**config.mk**
```make
export PLATFORM = sky130hd
export DESIGN_NAME = ltp_top
export DESIGN_NICKNAME = d
export VERILOG_FILES = /design/src/core/ltp_pkg.sv /design/src/core/ltp_seq_gen.sv /design/src/core/ltp_top.sv
export VERILOG_INCLUDE_DIRS = /design/src /design/src/core
export SDC_FILE = /design/constraint.sdc
export NUM_CORES = 1
export LEC_CHECK = 0
export BUFFER_PORTS_ARGS = -buffer_cell sky130_fd_sc_hd__buf_2
export CAP_MARGIN = 30
export CELL_PAD_IN_SITES_DETAIL_PLACEMENT = 2
export CELL_PAD_IN_SITES_GLOBAL_PLACEMENT = 2
export CORE_UTILIZATION = 40
export CTS_CLUSTER_SIZE = 25
export DETAILED_ROUTE_END_ITERATION = 6
export GPL_ROUTABILITY_DRIVEN = 0
export PLACE_DENSITY = 0.91
export SLEW_MARGIN = 20
export SYNTH_ARGS = -nofsm -noshare
export SYNTH_HDL_FRONTEND = slang
export SYNTH_SLANG_ARGS = --single-unit
```
**constraint.sdc**
```tcl
create_clock -name clk_sys -period 17.79 [get_ports clk_sys]
set_input_delay 0.8895 -clock clk_sys [delete_from_list [all_inputs] [get_ports clk_sys]]
set_output_delay 0.8895 -clock clk_sys [all_outputs]
set_load 0.01 [all_outputs]
```
**src/core/ltp_params.svh**
```systemverilog
`ifndef LTP_PARAMS_SVH
`define LTP_PARAMS_SVH
// Summary of operation
// - Pattern clock: transmit clock, master when selected
// - Select 0, pattern 00: transmit data passes
// - Pattern 01 sends all ones
// - Select 1, pattern 00 sends all zeros
// - QRSS 2^20-1 in T1, PRBS 2^15-1 E1
// - Pattern 10 sends sequence, optionally inverted
// - Sync while at most 6 errors per 64
// - Sync change latched by edge select, masked interrupt
// - Error select 00 counts sequence errors, 16 bit
// - Analog loop: transmit to receive outputs, line kept
// - Digital loop: transmit to receive outputs, line kept
// - Patterns replace transmit data during local loops
// - Remote loop: recovered receive data to line
// - Loop pins: 01 analog, 10 digital, 11 remote
// - Pattern 11 sends code; receive tolerates errors
// - Code starts at 11, stops at 0/00
// - Transmit code 8-bit field, length 5 to 8
// - Activate, deactivate codes each with own length
// - Code detect after 30 ms E1, 40 ms T1
// - Code detect interrupts by edge select, clear on read
// - Auto: activate over 5.1 s sets remote loop
// - Auto: deactivate releases; auto off forces release

// Register indices; byte address is four times the index
`define LTP_IDX_PATTERN 6'h0C
`define LTP_IDX_LOOP 6'h0D
`define LTP_IDX_LENGTH 6'h0E
`define LTP_IDX_TXCODE 6'h0F
`define LTP_IDX_ACTCODE 6'h10
`define LTP_IDX_DEACTCODE 6'h11
`define LTP_IDX_ERRCTRL 6'h12
`define LTP_IDX_INTMASK 6'h13
`define LTP_IDX_EDGESEL 6'h15
`define LTP_IDX_STATUS0 6'h16
`define LTP_IDX_STATUS1 6'h17
`define LTP_IDX_INTSTAT 6'h18
`define LTP_IDX_ERRCNT_LO 6'h1A
`define LTP_IDX_ERRCNT_HI 6'h1B

// Timing and thresholds
`define LTP_CLK_NS 10
`define LTP_TICK_NS 1000000
`define LTP_DETECT_E1_MS 13'h001E
`define LTP_DETECT_T1_MS 13'h0028
`define LTP_AUTO_MS 13'h13EC
`define LTP_SYNC_MAX_ERR 7'h06
`define LTP_CODE_MAX_MISS 7'h08
`define LTP_WINDOW_INIT 7'h40
`define LTP_SEQ_SEED 20'hFFFFF
`endif

```
**src/core/ltp_pkg.sv**
```systemverilog
package ltp_pkg;
	typedef enum logic [1:0] {
		LTP_PAT_NORMAL = 2'b00,
		LTP_PAT_ONES = 2'b01,
		LTP_PAT_SEQ = 2'b10,
		LTP_PAT_CODE = 2'b11
	} ltp_pattern_e;

	typedef struct packed {
		logic [2:0] phase;
		logic [5:0] bitCnt;
		logic [6:0] missCnt;
		logic present;
		logic [12:0] msCnt;
		logic status;
	} ltp_code_det_s;

	// Feedback of the sequence register: x^15+x^14+1 or x^20+x^17+1
	function automatic logic ltp_seq_fb(input logic [19:0] s, input logic e1);
		ltp_seq_fb = e1 ? (s[14] ^ s[13]) : (s[19] ^ s[16]);
	endfunction

	function automatic logic ltp_edge_hit(input logic old, input logic now, input logic anyEdge);
		ltp_edge_hit = anyEdge ? (old != now) : (!old && now);
	endfunction

	// Advance a code phase modulo the code length (5 + lenSel)
	function automatic logic [2:0] ltp_wrap(input logic [2:0] p, input logic [2:0] step,
		input logic [1:0] lenSel);
		logic [3:0] sum;
		logic [3:0] len;
		sum = {1'b0, p} + {1'b0, step};
		len = 4'h5 + {2'h0, lenSel};
		ltp_wrap = (sum >= len) ? 3'(sum - len) : sum[2:0];
	endfunction
endpackage

```
**src/core/ltp_seq_gen.sv**
```systemverilog
`timescale 1ns/100ps
`default_nettype none
`include "ltp_params.svh"
module ltp_seq_gen (
	input wire logic clk_sys,
	input wire logic rst,
	input wire logic stepEn,
	input wire logic e1Mode,
	output logic seqBit
);
	import ltp_pkg::*;

	typedef struct packed {
		logic [19:0] lfsr;
		logic outBit;
	} ltp_gen_s;

	ltp_gen_s r;
	ltp_gen_s n;
	logic fb;

	always_comb begin
		n = r;
		fb = ltp_seq_fb(r.lfsr, e1Mode);
		if (stepEn) begin
			n.lfsr = {r.lfsr[18:0], fb};
			n.outBit = fb | (!e1Mode && r.lfsr[13:0] == 14'h0000);
		end
	end

	always_ff @(posedge clk_sys) begin
		if (rst) begin
			r <= '{lfsr: `LTP_SEQ_SEED, outBit: 1'b1};
		end else begin
			r <= n;
		end
	end

	assign seqBit = r.outBit;
endmodule
`default_nettype wire

```
**src/core/ltp_top.sv**
```systemverilog
`timescale 1ns/100ps
`default_nettype none
`include "ltp_params.svh"
module ltp_top #(
	parameter int TICK_CYCLES = `LTP_TICK_NS / `LTP_CLK_NS
) (
	input wire logic clk_sys,
	input wire logic rst,
	input wire logic [7:0] avs_address,
	input wire logic avs_read,
	input wire logic avs_write,
	input wire logic [31:0] avs_writedata,
	input wire logic [3:0] avs_byteenable,
	output logic [31:0] avs_readdata,
	output logic avs_waitrequest,
	input wire logic hwMode,
	input wire logic [1:0] pattern_select_pins,
	input wire logic [1:0] loop_select_pins,
	input wire logic e1Mode,
	input wire logic txClkEn,
	input wire logic mclkEn,
	input wire logic txData,
	input wire logic rxClkEn,
	input wire logic rxData,
	output logic lineTxData,
	output logic lineTxStrobe,
	output logic rxOutData,
	output logic rxOutStrobe,
	output logic analogLoopActive,
	output logic digitalLoopActive,
	output logic remoteLoopActive,
	output logic irq
);
	import ltp_pkg::*;

	typedef struct packed {
		logic waitReq;
		logic [7:0] readData;
		logic [1:0] pattern_select;
		logic pattern_clock_select;
		logic sequence_invert;
		logic analog_loop_enable;
		logic digital_loop_enable;
		logic remote_loop_enable;
		logic auto_remote_loop_enable;
		logic [5:0] codeLengths;
		logic [7:0] tx_loop_code;
		logic [7:0] rx_activate_code;
		logic [7:0] rx_deactivate_code;
		logic [1:0] errorTypeSelect;
		logic [2:0] intMask;
		logic [2:0] edgeSelect;
		logic [2:0] intStat;
		logic [2:0] txCodePhase;
		logic [19:0] chkHist;
		logic [63:0] errWin;
		logic [6:0] errCnt;
		logic sequence_sync_status;
		logic [15:0] errCount;
		ltp_code_det_s [1:0] det;
		logic remote_loop_status;
		logic [16:0] tickCnt;
		logic lineTxData;
		logic lineTxStrobe;
		logic rxOutData;
		logic rxOutStrobe;
		logic analogLoopActive;
		logic digitalLoopActive;
		logic remoteLoopActive;
		logic irq;
	} ltp_top_s;

	localparam ltp_top_s RST_VAL = '{waitReq: 1'b1, errWin: '1, errCnt: `LTP_WINDOW_INIT,
		default: '0};

	ltp_top_s r;
	ltp_top_s n;
	logic seqBit;
	logic [1:0] patEff;
	logic clkSelEff;
	logic invEff;
	logic analogEff;
	logic digitalEff;
	logic remoteEff;
	logic refEn;
	logic insert;
	logic sigStrobe;
	logic sigBit;
	logic seqStep;
	logic rxStrobe;
	logic rxBit;
	logic chkBit;
	logic chkErr;
	logic [6:0] cntNext;
	logic tick;
	logic [12:0] detLimit;
	logic [7:0] code;
	logic [1:0] lenSel;
	logic miss;
	logic [6:0] missNext;
	logic [2:0] hits;
	logic [2:0] clrMask;
	logic req;
	logic done;
	logic [5:0] idx;
	logic [7:0] rdMux;
	logic [7:0] wd;

	ltp_seq_gen u_seq_gen (
		.clk_sys(clk_sys),
		.rst(rst),
		.stepEn(seqStep),
		.e1Mode(e1Mode),
		.seqBit(seqBit)
	);

	////////////////////////////////////////////////////////////////////////////////
	always_comb begin
		n = r;
		code = 8'h00;
		lenSel = 2'b00;
		miss = 1'b0;
		missNext = 7'h00;
		rdMux = 8'h00;
		patEff = hwMode ? pattern_select_pins : r.pattern_select;
		clkSelEff = hwMode ? 1'b0 : r.pattern_clock_select;
		invEff = hwMode ? 1'b0 : r.sequence_invert;
		analogEff = hwMode ? (loop_select_pins == 2'b01) : r.analog_loop_enable;
		digitalEff = hwMode ? (loop_select_pins == 2'b10) : r.digital_loop_enable;
		remoteEff = (hwMode ? (loop_select_pins == 2'b11) : r.remote_loop_enable)
			| r.remote_loop_status;
		refEn = clkSelEff ? mclkEn : txClkEn;
		insert = clkSelEff || (patEff != LTP_PAT_NORMAL);
		sigStrobe = insert ? refEn : txClkEn;
		case (patEff)
			LTP_PAT_NORMAL: sigBit = insert ? 1'b0 : txData;
			LTP_PAT_ONES: sigBit = 1'b1;
			LTP_PAT_SEQ: sigBit = seqBit ^ invEff;
			default: sigBit = r.tx_loop_code[3'(3'h4 + {1'b0, r.codeLengths[1:0]}) - r.txCodePhase];
		endcase
		seqStep = sigStrobe && (patEff == LTP_PAT_SEQ);
		// Code restarts from its first bit
		if (patEff != LTP_PAT_CODE) begin
			n.txCodePhase = 3'h0;
		end else if (sigStrobe) begin
			n.txCodePhase = ltp_wrap(r.txCodePhase, 3'h1, r.codeLengths[1:0]);
		end

		n.lineTxStrobe = remoteEff ? rxClkEn : sigStrobe;
		if (n.lineTxStrobe) begin
			n.lineTxData = remoteEff ? rxData : sigBit;
		end
		rxStrobe = (analogEff || digitalEff) ? sigStrobe : rxClkEn;
		rxBit = (analogEff || digitalEff) ? sigBit : rxData;
		n.rxOutStrobe = rxStrobe;
		if (rxStrobe) begin
			n.rxOutData = rxBit;
		end
		n.analogLoopActive = analogEff;
		n.digitalLoopActive = digitalEff;
		n.remoteLoopActive = remoteEff;

		////////////////////////////////////////////////////////////////////////////
		// Self-synchronising checker
		chkBit = rxBit ^ invEff;
		chkErr = chkBit ^ ltp_seq_fb(r.chkHist, e1Mode);
		cntNext = 7'(r.errCnt + {6'h00, chkErr} - {6'h00, r.errWin[63]});
		if (rxStrobe) begin
			n.chkHist = {r.chkHist[18:0], chkBit};
			n.errWin = {r.errWin[62:0], chkErr};
			n.errCnt = cntNext;
			n.sequence_sync_status = (cntNext <= `LTP_SYNC_MAX_ERR);
			if (chkErr && r.errorTypeSelect == 2'b00 && r.errCount != 16'hFFFF) begin
				n.errCount = r.errCount + 16'h0001;
			end
		end

		// Millisecond divider for the persistence timers
		tick = (r.tickCnt == 17'(TICK_CYCLES - 1));
		n.tickCnt = tick ? 17'h00000 : r.tickCnt + 17'h00001;
		detLimit = e1Mode ? `LTP_DETECT_E1_MS : `LTP_DETECT_T1_MS;
		for (int i = 0; i < 2; i++) begin
			code = (i == 1) ? r.rx_deactivate_code : r.rx_activate_code;
			lenSel = r.codeLengths[2 + 2 * i +: 2];
			miss = rxBit != code[3'(3'h4 + {1'b0, lenSel}) - r.det[i].phase];
			missNext = r.det[i].missCnt + {6'h00, miss};
			if (rxStrobe) begin
				n.det[i].bitCnt = r.det[i].bitCnt + 6'h01;
				// Block vote tolerates bit errors; failing blocks slip phase
				if (r.det[i].bitCnt == 6'h3F) begin
					n.det[i].present = (missNext <= `LTP_CODE_MAX_MISS);
					n.det[i].phase = ltp_wrap(r.det[i].phase, n.det[i].present ? 3'h1 : 3'h2,
						lenSel);
					n.det[i].missCnt = 7'h00;
				end else begin
					n.det[i].missCnt = missNext;
					n.det[i].phase = ltp_wrap(r.det[i].phase, 3'h1, lenSel);
				end
			end
			if (!n.det[i].present) begin
				n.det[i].msCnt = 13'h0000;
			end else if (tick && r.det[i].msCnt != 13'h1FFF) begin
				n.det[i].msCnt = r.det[i].msCnt + 13'h0001;
			end
			n.det[i].status = n.det[i].present && (n.det[i].msCnt > detLimit);
		end

		if (!r.auto_remote_loop_enable) begin
			n.remote_loop_status = 1'b0;
		end else if (r.det[1].msCnt > `LTP_AUTO_MS) begin
			n.remote_loop_status = 1'b0;
		end else if (r.det[0].msCnt > `LTP_AUTO_MS) begin
			n.remote_loop_status = 1'b1;
		end

		////////////////////////////////////////////////////////////////////////////
		req = avs_read || avs_write;
		done = req && !r.waitReq;
		idx = avs_address[7:2];
		wd = avs_writedata[7:0];
		n.waitReq = !(req && r.waitReq);
		hits[0] = ltp_edge_hit(r.sequence_sync_status, n.sequence_sync_status, r.edgeSelect[0]);
		hits[1] = ltp_edge_hit(r.det[0].status, n.det[0].status, r.edgeSelect[1]);
		hits[2] = ltp_edge_hit(r.det[1].status, n.det[1].status, r.edgeSelect[2]);
		// Only bits already reported are cleared, so late events survive the read
		clrMask = (done && avs_read && idx == `LTP_IDX_INTSTAT) ? r.readData[2:0] : 3'h0;
		n.intStat = (r.intStat & ~clrMask) | hits;
		n.irq = |(r.intStat & r.intMask);

		if (idx == `LTP_IDX_PATTERN) begin
			rdMux = {4'h0, r.sequence_invert, r.pattern_clock_select, r.pattern_select};
		end else if (idx == `LTP_IDX_LOOP) begin
			rdMux = {4'h0, r.auto_remote_loop_enable, r.remote_loop_enable,
				r.digital_loop_enable, r.analog_loop_enable};
		end else if (idx == `LTP_IDX_LENGTH) begin
			rdMux = {2'h0, r.codeLengths};
		end else if (idx == `LTP_IDX_TXCODE) begin
			rdMux = r.tx_loop_code;
		end else if (idx == `LTP_IDX_ACTCODE) begin
			rdMux = r.rx_activate_code;
		end else if (idx == `LTP_IDX_DEACTCODE) begin
			rdMux = r.rx_deactivate_code;
		end else if (idx == `LTP_IDX_ERRCTRL) begin
			rdMux = {6'h00, r.errorTypeSelect};
		end else if (idx == `LTP_IDX_INTMASK) begin
			rdMux = {5'h00, r.intMask};
		end else if (idx == `LTP_IDX_EDGESEL) begin
			rdMux = {5'h00, r.edgeSelect};
		end else if (idx == `LTP_IDX_STATUS0) begin
			rdMux = {5'h00, r.det[1].status, r.det[0].status, r.sequence_sync_status};
		end else if (idx == `LTP_IDX_STATUS1) begin
			rdMux = {7'h00, r.remote_loop_status};
		end else if (idx == `LTP_IDX_INTSTAT) begin
			rdMux = {5'h00, r.intStat};
		end else if (idx == `LTP_IDX_ERRCNT_LO) begin
			rdMux = r.errCount[7:0];
		end else if (idx == `LTP_IDX_ERRCNT_HI) begin
			rdMux = r.errCount[15:8];
		end
		if (avs_read && r.waitReq) begin
			n.readData = rdMux;
		end

		if (done && avs_write && avs_byteenable[0]) begin
			if (idx == `LTP_IDX_PATTERN) begin
				n.pattern_select = wd[1:0];
				n.pattern_clock_select = wd[2];
				n.sequence_invert = wd[3];
			end else if (idx == `LTP_IDX_LOOP) begin
				n.analog_loop_enable = wd[0];
				n.digital_loop_enable = wd[1];
				n.remote_loop_enable = wd[2];
				n.auto_remote_loop_enable = wd[3];
			end else if (idx == `LTP_IDX_LENGTH) begin
				n.codeLengths = wd[5:0];
			end else if (idx == `LTP_IDX_TXCODE) begin
				n.tx_loop_code = wd;
			end else if (idx == `LTP_IDX_ACTCODE) begin
				n.rx_activate_code = wd;
			end else if (idx == `LTP_IDX_DEACTCODE) begin
				n.rx_deactivate_code = wd;
			end else if (idx == `LTP_IDX_ERRCTRL) begin
				n.errorTypeSelect = wd[1:0];
			end else if (idx == `LTP_IDX_INTMASK) begin
				n.intMask = wd[2:0];
			end else if (idx == `LTP_IDX_EDGESEL) begin
				n.edgeSelect = wd[2:0];
			end
		end
	end

	always_ff @(posedge clk_sys) begin
		if (rst) begin
			r <= RST_VAL;
		end else begin
			r <= n;
		end
	end

	assign avs_readdata = {24'h000000, r.readData};
	assign avs_waitrequest = r.waitReq;
	assign lineTxData = r.lineTxData;
	assign lineTxStrobe = r.lineTxStrobe;
	assign rxOutData = r.rxOutData;
	assign rxOutStrobe = r.rxOutStrobe;
	assign analogLoopActive = r.analogLoopActive;
	assign digitalLoopActive = r.digitalLoopActive;
	assign remoteLoopActive = r.remoteLoopActive;
	assign irq = r.irq;
endmodule
`default_nettype wire

```
==> flow_summary_export.csv <==
group,metric,value,unit
worst_setup_path,critPathArrivalTime,8.11,ns
placement,hpwl,31.2,mm
floorplan,io_pins,100,
route,routed_via_density,6.09,
synthesis,synthFlopType,"dfxtp_1",
clock_network,cts_made_buffers,34,
clock_network,postCtsSetupBuffers,0,
pwr,p_per_area,105,mW/mm²
outcome,status,"finished, final reports clean",
cells_and_area,layout_commonest_cell,"nand2_1",
timing,relSlewSlack,28.6,%
cells_and_area,design_area,0.0158,mm²
global_routing,overflow,0,
run,maxCapViolCount,0,
timing,worst_pin_slew,1.04,ns
synthesis,syn_inst,1733,
floorplan,rows,68,
synthesis,yosysSeqAreaShare,39.1,%
pwr,power.leakage,6.43,nW
global_routing,grtUsageTotal,31.2,%
synthesis,yosysWarnings,0,
synthesis,synth_enable_flop_cells,0,
floorplan,initial_utilization,40.9,%
synthesis,yosys-top-cells-area,"dfxtp_1 39%, nand2_1 8.3%, ha_1 5.3%, mux2i_1 4.4%, nand3_1 4.2%",
worst_setup_path,crit_required,18.25,ns
cells_and_area,drive_gt1_share,9.08,%
worst_setup_path,cp-end-kind,"register",
synthesis,synthArstFlopShare,0,%
route,wl,57.1,mm
timing,period_needed,7.64,ns
route,routed-via-count,13400,
clock_network,post_cts_resized,0,
timing,setup_viol,0,
clock_network,cts_tree,"done",
timing,fmax,131,MHz
timing,rsz0062_at_grt,"false",
clock_network,cts-root-buf,"clkbuf_16",
floorplan,die_area,0.0363,mm²
worst_setup_path,startpoint_type,"register",
global_routing,grt_max_degree,91,
clock_network,clock_path_buffers,3,
timing,maxSlewViolCount,0,
worst_setup_path,crit_type,"reg2reg",
route,detail_route.first_pass.iterations,5,
global_routing,grt_pass1_wl,88.1,mm
pwr,power,1.66,mW
cells_and_area,diodes,0,
timing,fin_tns_setup,0,ns
global_routing,antenna_found_initial,0,
floorplan,core,0.0348,mm²
pwr,vdd_drop_max,85.8,µV
timing,fin_crit_sh,43.0,%
floorplan,die_x,191,µm
timing,final-hold-violation-count,0,
route,avgRoutedWirePerCell,25.9,µm
route,drtIter0Drc,810,
cells_and_area,nets,1859,
route,detail-route-antenna-nets,0,
global_routing,grt_pass1_vias,15000,
synthesis,synth_area_per_cell,8.21,µm²
floorplan,die_y,191,µm
synthesis,synth_area,0.0142,mm²
worst_hold_path,hold_class,"reg2reg",
synthesis,yosysUniqueCellTypes,76,
clock_network,clk_latency,0.55,ns
placement,portBuffers,46,
placement,placedInstanceArea,0.0146,mm²
worst_setup_path,crit_path_max_fanout,20,
cells_and_area,final_cell_mix,"313 x nand2_1, 278 x dfxtp_1, 157 x nor2_1",
clock_network,cts_hold_buf,0,
clock_network,cts.sinks,278,
timing,fin_worst_skew,0.0345,ns
synthesis,synth_top_area_share,39.1,%
clock_network,h-tree-depth,2,
synthesis,synth.largest_area_cell,"dfxtp_1",
synthesis,synth-seq-cells,278,
clock_network,clkSlewWorstSetupHoldPaths,0.07,ns
cells_and_area,areaGrowthSynthToFinish,11.2,%
route,drcViolationCount,0,
## synth_stat cells (11+ instances only)
library cell and n:
nand2_1 313, dfxtp_1 278, nor2_1 157, nand3_1 120
a21oi_1 112, clkbuf_1 88, mux2i_1 62, ha_1 60
inv_1 57, o21ai_0 46, xor2_1 43, xnor2_1 36
nor3_1 33, buf_4 32, and3_1 29, o211ai_1 16
a31oi_1 15, o31ai_1 15, or4_1 14, fa_1 11
nand4_1 11, or3_1 11
## report_power, final
part | leakage (nW) | switching [mW] | internal (mW)
registers | 2.26 | 0.0243 | 0.652
logic | 3.61 | 0.159 | 0.0883
clock network | 0.551 | 0.295 | 0.441
## cell families after synthesis
family	count (synthesis)	synth area share (%)
flip-flops	278	39.1
multiplexers	78	6.10
adder cells (fa/ha/maj)	72	6.89
AO/OA/AOI/OAI	268	11.6
XOR/XNOR	79	4.86
buffers and inverters	182	5.75
other	1	0.0263
AND/OR/NAND/NOR	775	25.6
## path summary, 6_finish.rpt
| path | start | endpoint | slack, ns | cells after the start |
|---|---|---|---|---|
| max | r[196]$_SDFFE_PP0P_ | r[201]$_SDFF_PP0_ | 10.15 | 26 |
| min | r[185]$_SDFFE_PP0P_ | r[186]$_SDFFE_PP0P_ | 0.46 | 2 |
| max reg2reg | r[196]$_SDFFE_PP0P_ | r[201]$_SDFF_PP0_ | 10.15 | 26 |
| min reg2reg | r[185]$_SDFFE_PP0P_ | r[186]$_SDFFE_PP0P_ | 0.46 | 2 |
## state kept, by name, indices dropped and copies added, names as in the netlist, 2 cells and up
name          cells
code              8
r               230
lenSel            2
avs_readdata      8
u_seq_gen.r      20
## critical path: stages, from the launching register on
cell	delay, ns
dfxtp_1	0.45
ha_1	0.24
inv_1	0.07
fa_1	0.62
mux4_2	0.58
mux2i_1	0.18
nor2_1	0.10
o22ai_2	0.51
xor2_1	0.31
ha_1	0.23
ha_1	0.25
or3_1	0.38
maj3_1	0.38
o31ai_1	0.20
a31o_2	0.24
mux2i_2	0.08
buf_4	0.24
nor2_1	0.26
ha_1	0.31
a21oi_1	0.20
a22oi_1	0.12
a2111oi_2	0.75
nor2_1	0.13
ha_1	0.31
nand2_1	0.08
o21ai_0	0.13
a21oi_1	0.19
## final cells by class
cell class | instances | area, µm²
well taps | 455 | 569
clock buffers | 49 | 978
inverters | 57 | 214
repair buffers | 62 | 373
flip-flops and latches | 278 | 5570
fillers | 3722 | 19000
multi-input cells | 1296 | 7970
clock inverters | 10 | 159
## through the flow
stage               hold slack, ns  setup slack (ns)  instances  utilization, %
global placement             0.437             10.90       2145            42.1
detailed placement           0.450             10.69       2145            42.1
CTS                          0.458             10.38       2204            45.4
finish                       0.457             10.15       2207            45.5
floorplan                    0.430             11.87       1756               -
global route                 0.487              9.99       2207            45.5
## metal layers
layer / vias to the layer above / share of wire (%) / global-route usage (%)
li1: 5916 / - / -
met1: 6845 / 39 / 34.8
met2: 465 / 51 / 55.8
met3: 216 / 4.7 / 5.17
met4: 0 / 5.5 / 18.2
met5: - / 0 / 0
No activity file was read; power rests on OpenSTA's default activity.
